[src/logic/nvsram_host_pkg.sv]
// package for the nvsram host controller: pin bundles, sequence addresses,
// timing figures and their cycle counts at a 100 MHz clock.
// assumes a single clock domain and no software register map.
package nvsram_host_pkg;

    localparam int unsigned CLK_PERIOD_NS = 10;
    localparam int unsigned ADDR_W        = 13;
    localparam int unsigned DATA_W        = 8;
    localparam int unsigned SEQ_LEN       = 6;

    // access strobe timing, held by the host when it drives the pins
    localparam int unsigned T_CYCLE_NS    = 60;
    localparam int unsigned T_PULSE_NS    = 50;
    localparam int unsigned CYC_CYCLE     =
        (T_CYCLE_NS + CLK_PERIOD_NS - 1) / CLK_PERIOD_NS;
    localparam int unsigned CYC_PULSE     =
        (T_PULSE_NS + CLK_PERIOD_NS - 1) / CLK_PERIOD_NS;

    // hardware save: busy must show within 300 ns, inhibit lifts in 700 ns
    localparam int unsigned T_BUSY_NS     = 300;
    localparam int unsigned T_RECOVER_NS  = 700;
    localparam int unsigned T_STORE_MS    = 10;
    localparam int unsigned T_RECALL_US   = 20;
    localparam int unsigned CYC_BUSY      = T_BUSY_NS / CLK_PERIOD_NS;
    localparam int unsigned CYC_RECOVER   =
        (T_RECOVER_NS + CLK_PERIOD_NS - 1) / CLK_PERIOD_NS;
    localparam int unsigned CYC_STORE     =
        T_STORE_MS * 1000000 / CLK_PERIOD_NS;
    localparam int unsigned CYC_RECALL    =
        T_RECALL_US * 1000 / CLK_PERIOD_NS;

    localparam int unsigned CNT_W         = 24;

    typedef logic [ADDR_W-1:0] addr_t;
    typedef logic [DATA_W-1:0] data_t;

    // fixed opening addresses, then the two closing ones
    localparam addr_t SEQ_A0       = 13'h0000;
    localparam addr_t SEQ_A1       = 13'h1555;
    localparam addr_t SEQ_A2       = 13'h0aaa;
    localparam addr_t SEQ_A3       = 13'h1fff;
    localparam addr_t SEQ_A4       = 13'h10f0;
    localparam addr_t SEQ_SAVE     = 13'h0f0f;
    localparam addr_t SEQ_RESTORE  = 13'h0f0e;

    function automatic addr_t seq_addr(input logic [2:0] idx,
                                       input logic       restore);
        unique case (idx)
            3'h0:    seq_addr = SEQ_A0;
            3'h1:    seq_addr = SEQ_A1;
            3'h2:    seq_addr = SEQ_A2;
            3'h3:    seq_addr = SEQ_A3;
            3'h4:    seq_addr = SEQ_A4;
            default: seq_addr = restore ? SEQ_RESTORE : SEQ_SAVE;
        endcase
    endfunction

    typedef enum logic [2:0] {
        CMD_READ    = 3'h0,
        CMD_WRITE   = 3'h1,
        CMD_SAVE_SW = 3'h2,
        CMD_RESTORE = 3'h3,
        CMD_SAVE_HW = 3'h4
    } cmd_t;

    typedef struct packed {
        cmd_t  cmd;
        addr_t addr;
        data_t wdata;
    } req_t;

    typedef struct packed {
        logic  chip_sel_n;
        logic  write_n;
        logic  out_drive_n;
        addr_t addr;
        data_t dq_out;
        logic  dq_oe;
        logic  save_oe;
    } pins_t;

endpackage

[src/logic/nvsram_wait_timer.sv]
// down-counter used for strobe widths and transfer waits.
// assumes load and a nonzero count arrive together.
`timescale 1ns/1ps
`default_nettype none
module nvsram_wait_timer
    import nvsram_host_pkg::*;
(
    input  wire logic             clk_i,
    input  wire logic             rstn_i,
    input  wire logic             load_i,
    input  wire logic [CNT_W-1:0] count_i,
    output logic                  done_o
);
    logic [CNT_W-1:0] remain;

    // counts down to zero; done is high while idle at zero
    always_ff @(posedge clk_i or negedge rstn_i) begin
        if (!rstn_i) begin
            remain <= '0;
        end else if (load_i) begin
            remain <= count_i;
        end else if (remain != '0) begin
            remain <= remain - CNT_W'(1);
        end
    end

    // no load term here: the caller loads on done, which would make a loop
    assign done_o = (remain == '0);
endmodule // nvsram_wait_timer
`default_nettype wire

[src/logic/nvsram_host_ctrl.sv]
// host controller for an 8k x 8 nvsram: plain reads and writes, software
// save and restore by six chip-select framed reads, hardware save by
// pulling the save/busy pin low. assumes the pins are wired straight to
// the memory and that inputs are synchronous to clk_i.
// Summary of operation
// [RL1] reads keep write strobe and save/busy pin high throughout.
// [RL2] writes keep save/busy pin high throughout.
// [RL3] write strobe low at select start leaves memory outputs floating.
// [RL4] hardware save copies only if the array was written since.
// [RL5] after hardware save, memory idles until save/busy pin rises.
// [RL6] reads at 0000,1555,0AAA,1FFF,10F0,0F0F in order start a save.
// [RL7] same opening five then 0F0E start a restore; outputs float.
// [RL8] write strobe stays high over all six sequence accesses.
// [RL9] output drive level does not matter for sequence recognition.
// [RL10] inhibit lifts within 700 ns after save/busy pin returns high.
// [RL11] memory shows busy within 300 ns of the pin pulled low.
// [RL12] an access in progress completes before a hardware save begins.
// [RL13] during any copy the memory ignores inputs, outputs disabled.
// [RL14] any foreign access within the six aborts the sequence.
// [RL15] sequence accesses are reads, chip select toggling once each.
// [RL16] chip select and save/busy high mean deselected, outputs float.
`timescale 1ns/1ps
`default_nettype none
module nvsram_host_ctrl
    import nvsram_host_pkg::*;
(
    input  wire logic                     clk_i,
    input  wire logic                     rstn_i,
    input  wire nvsram_host_pkg::req_t    req_i,
    input  wire logic                     req_valid_i,
    output logic                          req_ready_o,
    output nvsram_host_pkg::data_t        rdata_o,
    output logic                          rdata_valid_o,
    output logic                          done_o,
    output nvsram_host_pkg::pins_t        pins_o,
    input  wire nvsram_host_pkg::data_t   dq_i,
    input  wire logic                     save_busy_n_i
);
    import nvsram_host_pkg::*;

    typedef enum logic [6:0] {
        ST_IDLE    = 7'b0000001,
        ST_SETUP   = 7'b0000010,
        ST_STROBE  = 7'b0000100,
        ST_GAP     = 7'b0001000,
        ST_HW_PULL = 7'b0010000,
        ST_HW_WAIT = 7'b0100000,
        ST_XFER    = 7'b1000000
    } state_t;

    state_t           state;
    req_t             cur;
    logic [2:0]       seq_idx;
    logic             busy_seen;
    logic             tmr_load;
    logic [CNT_W-1:0] tmr_count;
    logic             tmr_done;

    wire logic is_seq   = (cur.cmd == CMD_SAVE_SW) ||
                          (cur.cmd == CMD_RESTORE);
    wire logic last_seq = (seq_idx == 3'(SEQ_LEN - 1));

    nvsram_wait_timer u_timer (
        .clk_i   (clk_i),
        .rstn_i  (rstn_i),
        .load_i  (tmr_load),
        .count_i (tmr_count),
        .done_o  (tmr_done)
    );

    // timer load points follow state entry
    always_comb begin
        tmr_load  = 1'b0;
        tmr_count = '0;
        unique case (state)
            ST_IDLE: begin
                if (req_valid_i) begin
                    tmr_load  = 1'b1;
                    tmr_count = CNT_W'(1);
                end
            end
            ST_SETUP: begin
                tmr_load  = 1'b1;
                tmr_count = CNT_W'(CYC_PULSE);
            end
            ST_STROBE: begin
                if (tmr_done) begin
                    tmr_load  = 1'b1;
                    // sixth sequence access starts a copy: wait it out
                    if (is_seq && last_seq) begin
                        tmr_count = (cur.cmd == CMD_RESTORE)
                                  ? CNT_W'(CYC_RECALL)
                                  : CNT_W'(CYC_STORE); // RL13
                    end else begin
                        tmr_count = CNT_W'(CYC_CYCLE - CYC_PULSE);
                    end
                end
            end
            ST_HW_PULL: begin
                if (!save_busy_n_i && busy_seen) begin
                    tmr_load  = 1'b1;
                    tmr_count = CNT_W'(CYC_STORE); // RL5
                end
            end
            ST_HW_WAIT: begin
                if (tmr_done) begin
                    tmr_load  = 1'b1;
                    tmr_count = CNT_W'(CYC_RECOVER); // RL10
                end
            end
            default: begin
            end
        endcase
    end

    // main sequencer; a request is only taken in idle so no access
    // is ever cut short by a hardware save
    always_ff @(posedge clk_i or negedge rstn_i) begin
        if (!rstn_i) begin
            state   <= ST_IDLE;
            cur     <= '0;
            seq_idx <= '0;
        end else begin
            unique case (state)
                ST_IDLE: begin
                    if (req_valid_i) begin
                        cur     <= req_i;
                        seq_idx <= '0;
                        state   <= (req_i.cmd == CMD_SAVE_HW)
                                 ? ST_HW_PULL : ST_SETUP; // RL12
                    end
                end
                ST_SETUP: state <= ST_STROBE;
                ST_STROBE: begin
                    if (tmr_done) begin
                        state <= (is_seq && last_seq) ? ST_XFER : ST_GAP;
                    end
                end
                ST_GAP: begin
                    if (tmr_done) begin
                        if (is_seq && !last_seq) begin
                            seq_idx <= seq_idx + 3'h1; // RL14
                            state   <= ST_SETUP;
                        end else begin
                            state <= ST_IDLE;
                        end
                    end
                end
                ST_HW_PULL: begin
                    // memory may drop the copy if nothing was written
                    if (busy_seen) begin
                        state <= ST_HW_WAIT; // RL4
                    end
                end
                ST_HW_WAIT: begin
                    if (tmr_done) begin
                        state <= ST_XFER; // RL5
                    end
                end
                ST_XFER: begin
                    if (tmr_done) begin
                        state <= ST_IDLE; // RL13
                    end
                end
                default: state <= ST_IDLE;
            endcase
        end
    end

    // one-cycle wait after the pull so the pin has a clean sample
    always_ff @(posedge clk_i or negedge rstn_i) begin
        if (!rstn_i) begin
            busy_seen <= 1'b0;
        end else begin
            busy_seen <= (state == ST_HW_PULL) && !busy_seen; // RL11
        end
    end

    // memory pins, all from flops
    always_ff @(posedge clk_i or negedge rstn_i) begin
        if (!rstn_i) begin
            pins_o <= '{chip_sel_n: 1'b1, write_n: 1'b1,
                        out_drive_n: 1'b1, addr: '0, dq_out: '0,
                        dq_oe: 1'b0, save_oe: 1'b0}; // RL16
        end else begin
            pins_o.chip_sel_n  <= !(state == ST_SETUP ||
                                    (state == ST_STROBE && !tmr_done));
            // strobe only for plain writes; sequences are reads
            pins_o.write_n     <= !(cur.cmd == CMD_WRITE &&
                                    (state == ST_SETUP ||
                                     (state == ST_STROBE && !tmr_done)));
            // RL1 RL2 RL8 RL15
            pins_o.out_drive_n <= !(state == ST_SETUP ||
                                    (state == ST_STROBE && !tmr_done)) ||
                                  cur.cmd == CMD_WRITE; // RL9
            pins_o.addr        <= is_seq ? seq_addr(seq_idx,
                                  cur.cmd == CMD_RESTORE) // RL6 RL7
                                         : cur.addr;
            pins_o.dq_out      <= cur.wdata;
            pins_o.dq_oe       <= cur.cmd == CMD_WRITE &&
                                  (state == ST_SETUP || state == ST_STROBE);
            // pulled low only through the whole copy; released to recover
            pins_o.save_oe     <= state == ST_HW_PULL ||
                                  (state == ST_HW_WAIT && !tmr_done);
        end
    end

    // read data captured at the end of the strobe; dropped on the
    // sixth sequence access because the memory floats there
    always_ff @(posedge clk_i or negedge rstn_i) begin
        if (!rstn_i) begin
            rdata_o       <= '0;
            rdata_valid_o <= 1'b0;
        end else begin
            rdata_valid_o <= 1'b0;
            if (state == ST_STROBE && tmr_done &&
                cur.cmd != CMD_WRITE && !(is_seq && last_seq)) begin // RL3
                rdata_o       <= dq_i;
                rdata_valid_o <= 1'b1;
            end
        end
    end

    // handshake outputs
    always_ff @(posedge clk_i or negedge rstn_i) begin
        if (!rstn_i) begin
            req_ready_o <= 1'b0;
            done_o      <= 1'b0;
        end else begin
            req_ready_o <= state == ST_IDLE && !req_valid_i;
            done_o      <= (state == ST_XFER && tmr_done) ||
                           (state == ST_GAP && tmr_done &&
                            !(is_seq && !last_seq));
        end
    end
endmodule // nvsram_host_ctrl
`default_nettype wire

[config.mk]
export PLATFORM = sky130hd
export DESIGN_NAME = nvsram_host_ctrl
export DESIGN_NICKNAME = d
export VERILOG_FILES = /design/src/logic/nvsram_host_pkg.sv /design/src/logic/nvsram_wait_timer.sv /design/src/logic/nvsram_host_ctrl.sv
export SDC_FILE = /design/constraint.sdc
export NUM_CORES = 1
export LEC_CHECK = 0
export ABC_AREA = 0
export BUFFER_PORTS_ARGS = -buffer_cell sky130_fd_sc_hd__buf_4
export CAP_MARGIN = 30
export CORE_UTILIZATION = 51
export CTS_CLUSTER_SIZE = 14
export DETAILED_ROUTE_END_ITERATION = 12
export HOLD_SLACK_MARGIN = 0.05
export PLACE_DENSITY = 0.82
export RECOVER_POWER = 25
export SLEW_MARGIN = 0
export SYNTH_ARGS = -nofsm -noshare
export SYNTH_HDL_FRONTEND = slang
export SYNTH_SLANG_ARGS = --single-unit
[constraint.sdc]
create_clock -name clk_i -period 2.3 [get_ports clk_i]
set_input_delay 0.23 -clock clk_i [delete_from_list [all_inputs] [get_ports clk_i]]
set_output_delay 0.23 -clock clk_i [all_outputs]
set_load 0.005 [all_outputs]
==> results_dict.tcl <==
set metrics [dict create \
    outcome "finished clean" \
    number_of_warnings_issued_by_yosys 0 \
    seqCellArea_mm2 0.00241 \
    post_drt_wl_per_cell_um 16.5 \
    clock_tree.root_cell "sky130_fd_sc_hd__clkbuf_8" \
    hold-path-cell-count 2 \
    clockPowerShare 0.152 \
    p_seq_frac 0.401 \
    critical_path.reg2reg.startpoint "u_timer.remain[17]$_DFFE_PN0P_" \
    hold_path.class "input port to flip-flop" \
    first_global_vias 3428 \
    internal_power_mw 4.28 \
    syn_inst 385 \
    crit_arrival_ns 2.49 \
    design.core.area_mm2 0.00822 \
    max-vdd-ir-drop_v 0.000752 \
    ys_ff_latch 96 \
    clock_sinks 96 \
    globalRouteTotalUtil 0.242 \
    tritoncts.num_buffers 9 \
    postRouteAntennaNets 0 \
    grt_max_degree 97 \
    final-max-slew-violation-count 0 \
    grt_setup_unrepaired "true" \
    row_count 33 \
    leakagePower_nw 2.61 \
    net-switching-power_mw 2.56 \
    finish.utilization 0.665 \
    drt_first_iter_violations 155 \
    synth_sequential_area_ratio 0.555 \
    maxCapViolCount 0 \
    clk-insertion-delay-late_ns 0.37 \
    antenna_cells 0 \
    most_common_library_cell_in_the_layout_ignoring_fill_and_taps "sky130_fd_sc_hd__buf_4" \
    drt_drc_violations_left 0 \
    worst_hold_startpoint "req_valid_i" \
    post-route-period-util 0.970 \
    r2r_end "rdata_o[0]$_DFFE_PN0P_" \
    postSynth.asyncResetShare 1.00 \
    synth_edf_count 0 \
    fin_setup_tns_ns 0 \
    cp_data_required_time_ns 2.56 \
    chipHeight_um 94.3 \
    net_count_after_synthesis 428 \
    multi_input_comb_area_mm2 0.00190 \
    place_congestion 0.928 \
    post_synth_instance_area_mm2 0.00434 \
    grt_first_pass_wirelength_um 16200 \
    timing.final.hold_violations 0 \
    power_density_mw_per_mm2 1250 \
    criticalPathCategory "flip-flop to flip-flop" \
    period_needed_ns 2.23 \
    worst_pin_slew_ns 1.26 \
    clock_tree_from_tritoncts "done" \
    clk_pin_slew_ns 0.10 \
    detailedPlacementHpwl_um 7080 \
    fmax_mhz 448 \
    post_synth.cell_area_avg_um2 11.3 \
    path_max_fanout 8 \
    most_instantiated_flip_flop_cell_in_the_synthesis_netlist "sky130_fd_sc_hd__dfrtp_1" \
    worst_slew_margin_rel 0.158 \
    via_count 3401 \
    design.final.nets 528 \
    worstRegToRegCells 6 \
    numPortBuffers 72 \
    critical_path.startpoint_type "flip-flop" \
    final_cell_mix "sky130_fd_sc_hd__buf_4, sky130_fd_sc_hd__dfrtp_1, sky130_fd_sc_hd__nand2_1" \
    post_drt_via_cell_ratio 5.72 \
    combPwrFrac 0.447 \
    detail_route.wirelength_um 9810 \
    fin_skew_ns 0.0156 \
    fillCellCount 626 \
    setup_violations 0 \
    switching_share 0.374 \
    floorplan.die.width_um 94.3 \
    cts_buffer_depth 2 \
    globalRoute.totalOverflow 0 \
    drive_above_1_share 0.353 \
    hold_path_end "req_ready_o$_DFF_PN0_" \
    syn2layout_area_growth_pct 25.9 \
    pin_count 73 \
    detail_route.first_pass.iterations 4 \
    regToRegSetupSlack_ns 0.07 \
    floorplan.die_area_mm2 0.00888 \
    yosys.cell_types.count 55 \
    worst_setup_path_end_kind "flip-flop" \
    grt_antenna_before_repair 0 \
    floorplan.initialDensity 0.528 \
    clock_tree.htree_level_count 3 \
]
-- registers in the layout (all words and copies together) (netlist names) --
| signal | flops |
|---|---|
| done_o | 1 |
| cur | 24 |
| rdata_o | 8 |
| seq_idx | 3 |
| pins_o | 26 |
| u_timer.remain | 24 |
| rdata_valid_o | 1 |
| req_ready_o | 1 |
| busy_seen | 1 |
| state | 7 |
-- per-stage QoR --
step	cells	instance area (µm²)	setup slack, ns	hold slack, ns	total power, mW
6_report	595	5470	0.0681	0.0842	6.84
2_1_floorplan	385	4350	-0.152	-0.0656	4.48
4_1_cts	595	5410	0.00880	0.0646	6.76
3_5_place_dp	578	5210	-0.0240	0.317	5.70
5_1_grt	595	5470	-0.00291	0.0573	7.32
3_3_place_gp	578	5210	0.0190	0.312	5.54
-- cell families after synthesis --
| logic type | after synthesis | share of synthesized area |
|---|---|---|
| simple gates | 135 | 0.172 |
| flops | 96 | 0.555 |
| compound gates | 70 | 0.106 |
| mux | 34 | 0.0876 |
| buf+inv | 25 | 0.0236 |
| xor+xnor | 18 | 0.0363 |
| fa+ha+maj | 7 | 0.0202 |
-- routing by layer --
metal / global-route usage / share of wire / up-vias
li1: - / - / 1585
met1: 0.302 / 0.42 / 1706
met2: 0.404 / 0.51 / 97
met3: 0.0574 / 0.055 / 13
met4: 0.0923 / 0.013 / 0
met5: 0 / 0 / -
-- power by group through the flow --
| stage | Sequential, mW | Combinational (mW) | Clock [mW] |
|---|---|---|---|
| after floorplan | 2.68 | 1.80 | 0 |
| after global placement | 2.71 | 2.83 | 0 |
| after detailed placement | 2.76 | 2.94 | 0 |
| after CTS | 2.73 | 2.96 | 1.07 |
| after global routing | 2.82 | 3.37 | 1.14 |
| final | 2.74 | 3.05 | 1.04 |
-- worst max path at each step --
| stage | start | endpoint | slack [ns] | cells after the start |
|---|---|---|---|---|
| 6_report | u_timer.remain[17]$_DFFE_PN0P_ | rdata_o[0]$_DFFE_PN0P_ | 0.07 | 6 |
| 5_1_grt | u_timer.remain[8]$_DFFE_PN0P_ | u_timer.remain[1]$_DFFE_PN0P_ | -0.003 | 7 |
| 4_1_cts | state[2]$_DFFE_PN0P_ | seq_idx[1]$_DFFE_PN0P_ | 0.009 | 5 |
| 3_5_place_dp | u_timer.remain[17]$_DFFE_PN0P_ | rdata_o[0]$_DFFE_PN0P_ | -0.02 | 6 |
| 3_3_place_gp | u_timer.remain[17]$_DFFE_PN0P_ | rdata_o[7]$_DFFE_PN0P_ | 0.02 | 6 |
| 2_1_floorplan | u_timer.remain[8]$_DFFE_PN0P_ | rdata_o[0]$_DFFE_PN0P_ | -0.15 | 7 |
-- what timing repair did --
action,in CTS,in global routing
hold buffers,1,0
gates resized for setup,1,14
pin swaps,0,2
setup buffers,0,0
endpoints found under the hold margin,92,0
setup endpoints to repair,8,31
-- area by class of cell --
cell class | count | area share
clock inverters | 7 | 0.0114
flip-flops and latches | 96 | 0.440
well taps | 105 | 0.0240
inverters | 9 | 0.00618
clock buffers | 9 | 0.0227
repair buffers | 105 | 0.148
multi-input cells | 264 | 0.348
-- cells in the mapped netlist (2+ instances only) --
| cell | instances | share of area |
|---|---|---|
| sky130_fd_sc_hd__dfrtp_1 | 92 | 0.53 |
| sky130_fd_sc_hd__nand2_1 | 35 | 0.030 |
| sky130_fd_sc_hd__mux2_2 | 32 | 0.083 |
| sky130_fd_sc_hd__nor2_1 | 29 | 0.025 |
| sky130_fd_sc_hd__o21ai_0 | 21 | 0.024 |
| sky130_fd_sc_hd__a21oi_1 | 14 | 0.016 |
| sky130_fd_sc_hd__nor3_1 | 14 | 0.016 |
| sky130_fd_sc_hd__clkbuf_1 | 13 | 0.011 |
| sky130_fd_sc_hd__xor2_1 | 11 | 0.022 |
| sky130_fd_sc_hd__inv_1 | 9 | 0.0078 |
| sky130_fd_sc_hd__nor4_1 | 8 | 0.012 |
| sky130_fd_sc_hd__or3_1 | 8 | 0.012 |
| sky130_fd_sc_hd__ha_1 | 7 | 0.020 |
| sky130_fd_sc_hd__nor2b_1 | 7 | 0.010 |
| sky130_fd_sc_hd__xnor2_1 | 7 | 0.014 |
| sky130_fd_sc_hd__a21o_1 | 6 | 0.010 |
| sky130_fd_sc_hd__o211ai_1 | 5 | 0.0086 |
| sky130_fd_sc_hd__o31ai_1 | 5 | 0.0086 |
| sky130_fd_sc_hd__dfstp_2 | 4 | 0.024 |
| sky130_fd_sc_hd__nand3_1 | 4 | 0.0046 |
| sky130_fd_sc_hd__o31a_1 | 4 | 0.0081 |
| sky130_fd_sc_hd__nand2b_1 | 3 | 0.0043 |
| sky130_fd_sc_hd__nor4b_1 | 3 | 0.0061 |
| sky130_fd_sc_hd__nor4bb_1 | 3 | 0.0069 |
| sky130_fd_sc_hd__a311oi_1 | 2 | 0.0040 |
| sky130_fd_sc_hd__and3_1 | 2 | 0.0029 |
| sky130_fd_sc_hd__and3b_1 | 2 | 0.0040 |
| sky130_fd_sc_hd__mux2i_1 | 2 | 0.0046 |
| sky130_fd_sc_hd__nand3b_1 | 2 | 0.0035 |
| sky130_fd_sc_hd__nand4_1 | 2 | 0.0029 |
| sky130_fd_sc_hd__nand4bb_1 | 2 | 0.0052 |
| sky130_fd_sc_hd__or4_1 | 2 | 0.0035 |
| sky130_fd_sc_hd__or4_4 | 2 | 0.0052 |
| sky130_fd_sc_hd__or4b_2 | 2 | 0.0046 |
-- worst max-delay path, cell delays in order (launching register included) --
cell                       delay (ns)
sky130_fd_sc_hd__dfrtp_1         0.39
sky130_fd_sc_hd__or4_4           0.56
sky130_fd_sc_hd__nand4b_4        0.20
sky130_fd_sc_hd__or2_4           0.31
sky130_fd_sc_hd__nor4_4          0.15
sky130_fd_sc_hd__buf_6           0.17
sky130_fd_sc_hd__mux2_2          0.34
No activity file was read; power rests on OpenSTA's default activity.
